## src/design/cbt_pkg.sv

```systemverilog
/*
 * Constants and types for the CAN bit timing block.
 * Assumes an 8-bit register port and a single oscillator-derived clock.
 */
package cbt_pkg;

    // ****************************************************
    // Register map
    // ****************************************************
    localparam int         ADDR_W       = 4;
    localparam int         DATA_W       = 8;
    localparam logic [3:0] OFS_PRESCALE = 4'h0;   // Prescaler and jump width
    localparam logic [3:0] OFS_SEGMENT  = 4'h1;   // Segments and sample mode
    localparam logic [3:0] OFS_PHASE2   = 4'h2;   // Explicit phase two length
    localparam logic [3:0] OFS_STATUS   = 4'h3;   // Read-only state
    localparam logic [7:0] RST_PRESCALE = 8'h00;
    localparam logic [7:0] RST_SEGMENT  = 8'h00;
    localparam logic [7:0] RST_PHASE2   = 8'h00;

    // ****************************************************
    // Field positions
    // ****************************************************
    localparam int PS_BRP_LSB    = 0;   // 6 bits, rate_prescaler minus one
    localparam int PS_SJW_LSB    = 6;   // 2 bits, jump_width_limit minus one
    localparam int SG_PROP_LSB   = 0;   // 3 bits, length minus one
    localparam int SG_PH1_LSB    = 3;   // 3 bits, length minus one
    localparam int SG_TRIPLE_BIT = 6;   // Three-sample majority mode
    localparam int SG_PH2SEL_BIT = 7;   // Phase two from OFS_PHASE2
    localparam int P2_LEN_LSB    = 0;   // 3 bits, length minus one

    // ****************************************************
    // Timing in time_quantum units
    // ****************************************************
    localparam logic [3:0] SYNC_TQ    = 4'h1;
    localparam logic [3:0] IPT_TQ     = 4'h2;   // processing_time
    localparam logic [3:0] PH2_MIN_TQ = 4'h2;

    typedef enum logic [1:0] {
        SEG_SYNC, SEG_PROP, SEG_PH1, SEG_PH2
    } cbt_seg_e;

endpackage

```

## src/design/cbt_bit_timing.sv

```systemverilog
/*
 * Bit timing logic: time_quantum prescaler, segment sequencer, sampling,
 * hard and resynchronization, transmit bit pacing.
 * Assumes can_rx comes straight from the transceiver pin, and that
 * tx_bit, tx_active and bus_idle come from frame logic on ref_clk.
 */
// Strobed register access and the register offsets are this design's own decisions.
//
// Functional notes
// - Bit is sync, propagation, phase one, two.
// - Sync segment lasts exactly one quantum.
// - Propagation segment programmable one to eight.
// - Phase one 1..8, phase two 2..8.
// - Resync lengthens phase one or shortens two.
// - Single mode samples once at phase one end.
// - Triple mode: majority of three, half-quantum spaced.
// - Processing time is two quanta from sample.
// - Phase two never below processing time.
// - Jump width one to four quanta.
// - Stuffing gives an edge every six bits.
// - Same timing serves receive and transmit.
// - Bit rate from prescaler and segment lengths.
// - Quantum is twice oscillator times prescaler.
// - Hard sync on idle falling edge restarts bit.
// - Falling edges only, one sync per bit (here resync only; repeated hard syncs on idle are not limited).
`timescale 1ns/10ps
module cbt_bit_timing (
    input  wire logic              ref_clk,       // Oscillator clock
    input  wire logic              rst,           // Synchronous reset
    input  wire logic [3:0]        addr,          // Register address
    input  wire logic [7:0]        wr_data,       // Register write data
    input  wire logic              wr_stb,        // Write strobe
    input  wire logic              rd_stb,        // Read strobe
    output logic      [7:0]        rd_data,       // Read data, next cycle
    input  wire logic              can_rx,        // Bus level from pin
    input  wire logic              tx_bit,        // Next bit to send
    input  wire logic              tx_active,     // Node is transmitting
    input  wire logic              bus_idle,      // Frame logic sees idle bus
    output logic                   can_tx,        // Bus level to pin
    output logic                   tx_bit_req,    // Pulse: bit started
    output logic                   sample_strobe, // Pulse: sample point
    output logic                   rx_bit,        // Sampled bus value
    output logic                   rx_bit_valid   // Pulse: bit resolved
);

    // ****************************************************
    // Registers
    // ****************************************************
    logic [7:0]           reg_pre;
    logic [7:0]           reg_seg;
    logic [7:0]           reg_ph2;
    logic                 rx_m;
    logic                 rx_s;
    logic                 rx_d;
    logic [6:0]           clk_cnt;
    logic [1:0]           hist;
    cbt_pkg::cbt_seg_e    seg;
    logic [3:0]           seg_left;
    logic [4:0]           tq_in_bit;
    logic [3:0]           ph2_q;
    logic [3:0]           ext;
    logic                 synced;

    function automatic logic maj3(input logic a, input logic b, input logic c);
        maj3 = (a & b) | (a & c) | (b & c);
    endfunction

    function automatic cbt_pkg::cbt_seg_e seg_succ(input cbt_pkg::cbt_seg_e s);
        case (s)
            cbt_pkg::SEG_SYNC: seg_succ = cbt_pkg::SEG_PROP;
            cbt_pkg::SEG_PROP: seg_succ = cbt_pkg::SEG_PH1;
            cbt_pkg::SEG_PH1:  seg_succ = cbt_pkg::SEG_PH2;
            default:           seg_succ = cbt_pkg::SEG_SYNC;
        endcase
    endfunction

    // ****************************************************
    // Configuration decode
    // ****************************************************
    // Lengths are stored minus one, so every code is legal
    wire [5:0] rate_prescaler      = reg_pre[cbt_pkg::PS_BRP_LSB +: 6];
    wire [3:0] sjw_len  = {2'h0, reg_pre[cbt_pkg::PS_SJW_LSB +: 2]} + 4'h1;
    wire [3:0] prop_len = {1'b0, reg_seg[cbt_pkg::SG_PROP_LSB +: 3]} + 4'h1;
    wire [3:0] ph1_len  = {1'b0, reg_seg[cbt_pkg::SG_PH1_LSB +: 3]} + 4'h1;
    wire       triple   = reg_seg[cbt_pkg::SG_TRIPLE_BIT];
    wire [3:0] ph2_exp  = {1'b0, reg_ph2[cbt_pkg::P2_LEN_LSB +: 3]} + 4'h1;
    wire [3:0] ph2_base = reg_seg[cbt_pkg::SG_PH2SEL_BIT] ? ph2_exp : ph1_len;
    // A one-quantum phase two would cut into processing time
    wire [3:0] ph2_len  = (ph2_base < cbt_pkg::PH2_MIN_TQ) ?
                          cbt_pkg::PH2_MIN_TQ : ph2_base;

    // ****************************************************
    // Quantum prescaler
    // ****************************************************
    // 2*(brp+1) clocks per quantum, so the half point is a whole clock
    wire [6:0] tq_last   = {rate_prescaler, 1'b1};
    wire [6:0] half_last = {1'b0, rate_prescaler};
    wire       tq_tick   = (clk_cnt == tq_last);
    wire       half_tick = (clk_cnt == half_last);

    // ****************************************************
    // Edge and synchronization decode
    // ****************************************************
    wire       fall      = rx_d & ~rx_s;
    wire       hard_go   = fall & bus_idle;
    // Edge counts only if last sample was recessive, once per bit
    wire       resync_go = fall & ~bus_idle & rx_bit & ~synced;
    wire       e_pos     = (seg == cbt_pkg::SEG_PROP) || (seg == cbt_pkg::SEG_PH1);
    wire       e_neg     = (seg == cbt_pkg::SEG_PH2);
    wire [3:0] pos_adj   = (tq_in_bit > {1'b0, sjw_len}) ? sjw_len : tq_in_bit[3:0];
    wire [3:0] neg_adj   = (seg_left > sjw_len) ? sjw_len : seg_left;
    wire [3:0] neg_left  = seg_left - neg_adj;
    wire [3:0] ph2_floor = (ph2_q < cbt_pkg::IPT_TQ) ? (cbt_pkg::IPT_TQ - ph2_q) : 4'h0;
    wire [3:0] neg_fl    = (neg_left < ph2_floor) ? ph2_floor : neg_left;
    // Negative error within the jump width acts like a hard restart
    wire       restart   = hard_go | (resync_go & e_neg & (neg_fl == 4'h0));
    wire       vote      = maj3(hist[1], hist[0], rx_s);

    // ****************************************************
    // Segment sequencer
    // ****************************************************
    cbt_pkg::cbt_seg_e    next_seg;
    logic [3:0]           next_left;
    logic [3:0]           adj_left;
    logic [4:0]           next_tqb;
    logic [3:0]           next_ph2q;
    logic [3:0]           next_ext;
    logic                 next_synced;
    logic [6:0]           next_cnt;
    logic                 next_start;
    logic                 next_sample;
    logic                 next_valid;

    // Adjustment first, then the quantum tick consumes it
    always_comb begin
        next_seg    = seg;
        adj_left    = seg_left;
        next_left   = seg_left;
        next_tqb    = tq_in_bit;
        next_ph2q   = ph2_q;
        next_ext    = ext;
        next_synced = synced;
        next_cnt    = tq_tick ? 7'h00 : clk_cnt + 7'h01;
        next_start  = 1'b0;
        next_sample = 1'b0;
        next_valid  = 1'b0;
        if (restart) begin
            next_seg    = cbt_pkg::SEG_SYNC;
            next_left   = cbt_pkg::SYNC_TQ;
            next_cnt    = 7'h00;
            next_tqb    = 5'h00;
            next_ext    = 4'h0;
            next_synced = 1'b1;
            next_start  = 1'b1;
        end else begin
            if (resync_go) begin
                next_synced = 1'b1;
                // A transmitter ignores positive phase errors
                if (e_pos && !tx_active) begin
                    next_ext = pos_adj;
                    if (seg == cbt_pkg::SEG_PH1) begin
                        adj_left = seg_left + pos_adj;
                    end
                end else if (e_neg) begin
                    adj_left = neg_fl;
                end
            end
            next_left = adj_left;
            if (tq_tick) begin
                next_tqb  = tq_in_bit + 5'h01;
                next_left = adj_left - 4'h1;
                if (e_neg) begin
                    next_ph2q = ph2_q + 4'h1;
                    next_valid = (ph2_q == cbt_pkg::IPT_TQ - 4'h1);
                end
                if (adj_left == 4'h1) begin
                    next_seg = seg_succ(seg);
                    case (seg)
                        cbt_pkg::SEG_SYNC: begin
                            next_left = prop_len;
                        end
                        cbt_pkg::SEG_PROP: begin
                            next_left = ph1_len + next_ext;
                        end
                        cbt_pkg::SEG_PH1: begin
                            next_left   = ph2_len;
                            next_ph2q   = 4'h0;
                            next_sample = 1'b1;
                        end
                        default: begin
                            next_left   = cbt_pkg::SYNC_TQ;
                            next_tqb    = 5'h00;
                            next_ext    = 4'h0;
                            next_synced = 1'b0;
                            next_start  = 1'b1;
                        end
                    endcase
                end
            end
        end
    end

    // ****************************************************
    // Read decode
    // ****************************************************
    wire [7:0] status  = {3'h0, can_tx, synced, rx_bit, seg};
    wire [7:0] rd_mux  = (addr == cbt_pkg::OFS_PRESCALE) ? reg_pre :
                         (addr == cbt_pkg::OFS_SEGMENT)  ? reg_seg :
                         (addr == cbt_pkg::OFS_PHASE2)   ? reg_ph2 :
                         (addr == cbt_pkg::OFS_STATUS)   ? status  : 8'h00;

    // Register port; unmapped reads return zero
    always_ff @(posedge ref_clk) begin
        if (rst) begin
            reg_pre <= cbt_pkg::RST_PRESCALE;
            reg_seg <= cbt_pkg::RST_SEGMENT;
            reg_ph2 <= cbt_pkg::RST_PHASE2;
            rd_data <= 8'h00;
        end else begin
            if (wr_stb && addr == cbt_pkg::OFS_PRESCALE) reg_pre <= wr_data;
            if (wr_stb && addr == cbt_pkg::OFS_SEGMENT)  reg_seg <= wr_data;
            if (wr_stb && addr == cbt_pkg::OFS_PHASE2)   reg_ph2 <= wr_data;
            rd_data <= rd_stb ? rd_mux : 8'h00;
        end
    end

    // Pin synchronizer; rx_d only delays rx_s for edge detection
    always_ff @(posedge ref_clk) begin
        if (rst) begin
            rx_m <= 1'b1;
            rx_s <= 1'b1;
            rx_d <= 1'b1;
            hist <= 2'h3;
        end else begin
            rx_m <= can_rx;
            rx_s <= rx_m;
            rx_d <= rx_s;
            if (tq_tick || half_tick) hist <= {hist[0], rx_s};
        end
    end

    // Sequencer state
    always_ff @(posedge ref_clk) begin
        if (rst) begin
            seg       <= cbt_pkg::SEG_SYNC;
            seg_left  <= cbt_pkg::SYNC_TQ;
            clk_cnt   <= 7'h00;
            tq_in_bit <= 5'h00;
            ph2_q     <= 4'h0;
            ext       <= 4'h0;
            synced    <= 1'b0;
        end else begin
            seg       <= next_seg;
            seg_left  <= next_left;
            clk_cnt   <= next_cnt;
            tq_in_bit <= next_tqb;
            ph2_q     <= next_ph2q;
            ext       <= next_ext;
            synced    <= next_synced;
        end
    end

    // Outputs; transmit shares the recovered bit clock
    always_ff @(posedge ref_clk) begin
        if (rst) begin
            can_tx        <= 1'b1;
            tx_bit_req    <= 1'b0;
            sample_strobe <= 1'b0;
            rx_bit        <= 1'b1;
            rx_bit_valid  <= 1'b0;
        end else begin
            if (next_start) can_tx <= tx_bit;
            tx_bit_req    <= next_start;
            sample_strobe <= next_sample;
            if (next_sample) rx_bit <= triple ? vote : rx_s;
            rx_bit_valid  <= next_valid;
        end
    end
endmodule

```

## config.mk

```make
export PLATFORM = sky130hd
export DESIGN_NAME = cbt_bit_timing
export DESIGN_NICKNAME = d
export VERILOG_FILES = /design/src/design/cbt_pkg.sv /design/src/design/cbt_bit_timing.sv
export SDC_FILE = /design/constraint.sdc
export NUM_CORES = 1
export LEC_CHECK = 0
export BUFFER_PORTS_ARGS = -buffer_cell sky130_fd_sc_hd__buf_2
export CAP_MARGIN = 20
export CORE_ASPECT_RATIO = 0.5
export CORE_UTILIZATION = 60
export DETAILED_ROUTE_END_ITERATION = 8
export PLACE_DENSITY = 0.82
export SETUP_SLACK_MARGIN = 0.5
export SYNTH_ARGS = -nofsm -noshare
export SYNTH_HDL_FRONTEND = slang
export SYNTH_SLANG_ARGS = --single-unit
```

## constraint.sdc

```tcl
create_clock -name ref_clk -period 6.99 [get_ports ref_clk]
set_input_delay 0.3495 -clock ref_clk [delete_from_list [all_inputs] [get_ports ref_clk]]
set_output_delay 0.3495 -clock ref_clk [all_outputs]
set_load 0.02 [all_outputs]
```

== Word-level counts from Yosys, hierarchy flattened ==
Cells that the tools add are included.
Word-level totals
  logic and storage cells: 128
  register bits: 69
  output and inout port bits: 13
Cells by class
  reduce and logical (&&, ||, !) cells: 17
  multiplexer cells: 44
  order comparisons: 5
  add/subtract/negate cells: 12
  eq/ne operators: 10
  bitwise operators: 20
Operator list (number)
  $mux 4: 22
  $mux 8: 3
  $mux 5: 3
  $mux 1: 14
  $add 3x1->4 const B: 3
  $eq 4x1->1 const B: 3
  $pmux 4 s3: 1
  $and 1x1->1: 10
  $add 4x4->4: 2
  $eq 4x2->1 const B: 2
  $logic_not 4->1: 2
  $lt 4x2->1 const B: 2
  $add 7x1->7 const B: 1
  $eq 7x6->1: 1
  $eq 7x7->1: 1
  $not 1->1: 7
  $pmux 2 s3: 1
  $reduce_or 3->1: 2
  $add 5x1->5 const B: 1
  $gt 5x3->1: 1
  $add 4x1->4 const B: 1
  $eq 2x2->1 const B: 2
  $gt 4x3->1: 1
  $logic_and 1x1->1: 4
  other kinds (13): 18

== Longest topological paths before layout ==
  depth in word-level cells: 14
  gate-level depth with buffers: 22
  depth with buffers taken out: 21

== Worst setup path before layout ==
Ideal clock, no wire load.
  path type: flip-flop to flip-flop
  start point: register reg_pre[6]
  end point: register can_tx
  cell stages (with the launch flop): 23
  setup time: 0.122 ns
  clock period less this slack: 4.825 ns
  data arrival time: 4.703 ns
  slack: 2.165 ns
  cell sequence: dfxtp_1 inv_1 ha_1 a21oi_1 maj3_1 a221oi_1 nor2_1 a21oi_1 ha_1 inv_1 fa_1 xor2_1 ha_1 o211ai_1 a41o_1 nand4_1 a21boi_1 o21a_1 ha_1 and4b_1 buf_6 a21boi_1 o32a_1
On the way
  word-level cells in the longest chain between the ends: 14
Ends and longest elaborated chain
  start, declared: line cbt_bit_timing.sv:49  | logic [7:0] reg_pre;
  start signal, assigned: line cbt_bit_timing.sv:215  | reg_pre <= cbt_pkg::RST_PRESCALE;
  start signal, assigned: line cbt_bit_timing.sv:220  | if (wr_stb && addr == cbt_pkg::OFS_PRESCALE) reg_pre <= wr_data;
  $add 2x1->3 *: line cbt_bit_timing.sv:82  | wire [3:0] sjw_len = {2'h0, reg_pre[cbt_pkg::PS_SJW_LSB +: 2]} + 4'h1;
  $gt 4x3->1: line cbt_bit_timing.sv:111  | wire [3:0] neg_adj = (seg_left > sjw_len) ? sjw_len : seg_left;
  $mux 4: line cbt_bit_timing.sv:111
  $sub 4x4->4: line cbt_bit_timing.sv:112  | wire [3:0] neg_left = seg_left - neg_adj;
  $lt 4x4->1: line cbt_bit_timing.sv:114  | wire [3:0] neg_fl = (neg_left < ph2_floor) ? ph2_floor : neg_left;
  $mux 4: line cbt_bit_timing.sv:114
  $mux 4: line cbt_bit_timing.sv:164  | end else if (e_neg) begin
  $mux 4: line cbt_bit_timing.sv:159  | if (e_pos && !tx_active) begin
  $mux 4: line cbt_bit_timing.sv:156  | if (resync_go) begin
  $mux 4: line cbt_bit_timing.sv:147  | if (restart) begin
  $eq 4x1->1: line cbt_bit_timing.sv:176  | if (adj_left == 4'h1) begin
  $mux 1: line cbt_bit_timing.sv:176
  $mux 1: line cbt_bit_timing.sv:169  | if (tq_tick) begin
  $mux 1 *: line cbt_bit_timing.sv:147
  end signal, assigned: line cbt_bit_timing.sv:272  | if (next_start) can_tx <= tx_bit;
  end, declared: line cbt_bit_timing.sv:39  | output logic can_tx,
Mark *: on every way between the ends. The rest lies on a longest branch, timed or not. The select of a mux whose other input is x is not followed.
A chain may end at the register's enable or synchronous reset.

== Worst setup path in the final report ==
Ends and elaborated chain as after synthesis.

==> flow_summary.toml <==
[cells_and_area]
drive_above_1_share_pct = 17.04
mostFrequentLayoutCells = "dfxtp_1 (69), nor2_1 (55), nand2_1 (32), buf_2 (32), ha_1 (31)"
mostFrequentLayoutCell = "dfxtp_1"
final_cell_area_sq_mm = 0.004718
nNetsFinal = 536
diodes = 0
area.growth.synth_to_final_pct = 13.04

[global_routing]
antenna_found_initial = 0
grt_util_met3_pct = 8.459
grt_pass1_vias = 3199
gr-usage-met2_pct = 45.81
grt_usage_pct = 28.42
grt_pass1_wl_um = 15610
gr-max-usage-layer = "met2"
gr-total-overflow = 0
grtUsageMet1_pct = 36.70
grt_max_degree = 36

[timing]
timing.final.setup_violations = 0
min_period_over_period_pct = 78.36
maxClockFrequency_ghz = 0.1826
holdWs_ns = 0.2007
tns_ns = 0
timing.final.crit_period_ns = 5.477
fin_skew_ns = 0.007209
drv_slew = 0
worst_slew_pin_slew_ns = 0.9431
hold_violations = 0
max_slew_margin_pct = 36.79
rsz0062_at_grt = "no"

[route]
wl_per_cell_um = 16.75
dr.pass1.iters = 6
dr.first_iter.drc_count = 209
viasPerCell = 5.946
vias = 3443
drc_errors = 0
drt-total-wl_um = 9699
ant_nets = 0

[critical_path]
cp-start-kind = "flop"
critical_path.max_fanout = 8
cp.arrival_ns = 5.69
end_kind = "flop"
r2r_cells = 20
crit_type = "flop to flop"
worst_ep_required_time_ns = 7.21

[logic_synthesis]
synth_seq_area_share_pct = 33.09
syn_inst = 452
synth_area_leader_cell = "dfxtp_1"
synth.net_count = 506
syn_area_sq_mm = 0.004174
yosysWarningCount = 0
yosys.area.top_type_share_pct = 33.09
synthTopCellsByArea = "dfxtp_1 (33%), ha_1 (9.3%), mux2i_1 (7.0%)"
ys_types = 70
synth-edff-count = 0
avgSynthCellArea_sq_um = 9.235
synth_ff_type = "dfxtp_1"
async_flop_share_pct = 0
yosys_register_bits = 69

[floorplan]
dieArea_sq_mm = 0.007314
core_sq_mm = 0.006700
start_util_pct = 62.30
ios = 33
die_w_um = 120.0
fp.dieH_um = 60.98
rows = 21

[clock_network]
cts_made_buffers = 9
cts_setup_buffers = 0
cts_resized = 0
cts_root_buf = "clkbuf_16"
clockBufferDepth = 2
cts_hold_buf = 0
cts.reportedPaths.clkPinSlew_ns = 0.06
cts_tree = "built"
cts.sinks = 69
htree_levels = 3
clk_latency_ns = 0.34

[pwr]
power_mw = 1.080
p_leak_nw = 1.956
peakVddDrop_v = 0.0002370
power-per-cell-area_mw_per_mm2 = 228.8

[worst_hold_path]
hold_path_class = "input port to flop"
min_path_cells = 2

[flow_run]
maxCapViolations = 0

[place]
placed_area_sq_mm = 0.004394
port_buffers = 32
hpwl_um = 6944
place.gp.congestion = 0.8527

[outcome]
status = "finished, final reports clean"
==> synth_stat cells, drive strengths merged, types with 5 or more instances <==
| master | instances |
|---|---|
| xnor2 | 14 |
| dfxtp | 69 |
| a221oi | 5 |
| inv | 26 |
| nor2b | 9 |
| mux4 | 5 |
| a21oi | 27 |
| ha | 31 |
| a21boi | 6 |
| nand3 | 19 |
| a211oi | 5 |
| nand2 | 33 |
| mux2i | 29 |
| xor2 | 16 |
| o21ai | 9 |
| nor2 | 55 |
| clkbuf | 11 |
| mux2 | 5 |
| nand4 | 7 |
==> path summary, 6_finish.rpt <==
kind                   start      to  slack [ns]
setup / recovery  reg_pre[6]  can_tx        1.51
hold / removal        can_rx    rx_m        0.20
setup reg to reg  reg_pre[6]  can_tx        1.51
hold reg to reg         rx_m    rx_s        0.41
==> report_power, final <==
part           internal [mW]  total (mW)  switching (mW)  leakage, nW
Combinational         0.0719       0.174           0.102         1.24
Sequential             0.402       0.415          0.0125        0.558
Clock                  0.314       0.491           0.177        0.156
==> sequential cells by signal, indices dropped and copies added, names as in the netlist <==
register,cells
can_tx,1
clk_cnt,7
ext,4
hist,2
ph2_q,4
rd_data,8
reg_ph2,8
reg_pre,8
reg_seg,8
rx_bit,1
rx_bit_valid,1
rx_d,1
rx_m,1
rx_s,1
sample_strobe,1
seg,2
seg_left,4
synced,1
tq_in_bit,5
tx_bit_req,1
==> critical path, stage by stage (launching register included) <==
cell and delay, ns:
dfxtp_1 0.43, inv_1 0.11, ha_1 0.31, a21oi_1 0.07, maj3_1 0.35, a221oi_1 0.56
a21oi_1 0.15, ha_1 0.35, a21oi_1 0.21, nand2_1 0.09, xnor2_1 0.13, ha_1 0.36
o211ai_1 0.14, a41o_1 0.26, nand4_1 0.09, a21boi_1 0.42, o21a_1 0.24, ha_1 0.21
and4b_1 0.41, a21boi_1 0.15, o32a_1 0.31
==> cell families after synthesis <==
family	Yosys count	synth area share (%)
AOI/OAI and AO/OA	84	15.77
xor gates and xnor gates	30	6.295
adders and majority gates	35	10.97
buffers and inverters	40	3.837
DFF	69	33.09
muxes	39	11.00
other	1	0.08984
and+or+nand+nor	154	18.94
==> through the flow <==
stage / instances / setup WS, ns / util (%)
CTS: 579 / 1.522 / 70.42
global placement: 563 / 1.728 / 65.58
finish: 579 / 1.513 / 70.42
detailed placement: 563 / 1.543 / 65.58
floorplan: 452 / 2.165 / -
global route: 579 / 0.9934 / 70.42
==> metal layers <==
layer | vias to the layer above | share of wire, %
met5 | - | 0
met4 | 0 | 1.8
li1 | 1683 | -
met2 | 114 | 45
met3 | 20 | 6.5
met1 | 1626 | 46
==> cell type report <==
class                      count  area (sq um)
clock buffer                   9         225.2
clock inverter                 7         98.84
fill                         501          1982
inverter                      26         97.59
multi-input combinational    343          2633
sequential                    69          1381
tap                           92         115.1
timing repair buffer          33         167.7
Note: power is estimated with default switching activity, not from simulation.
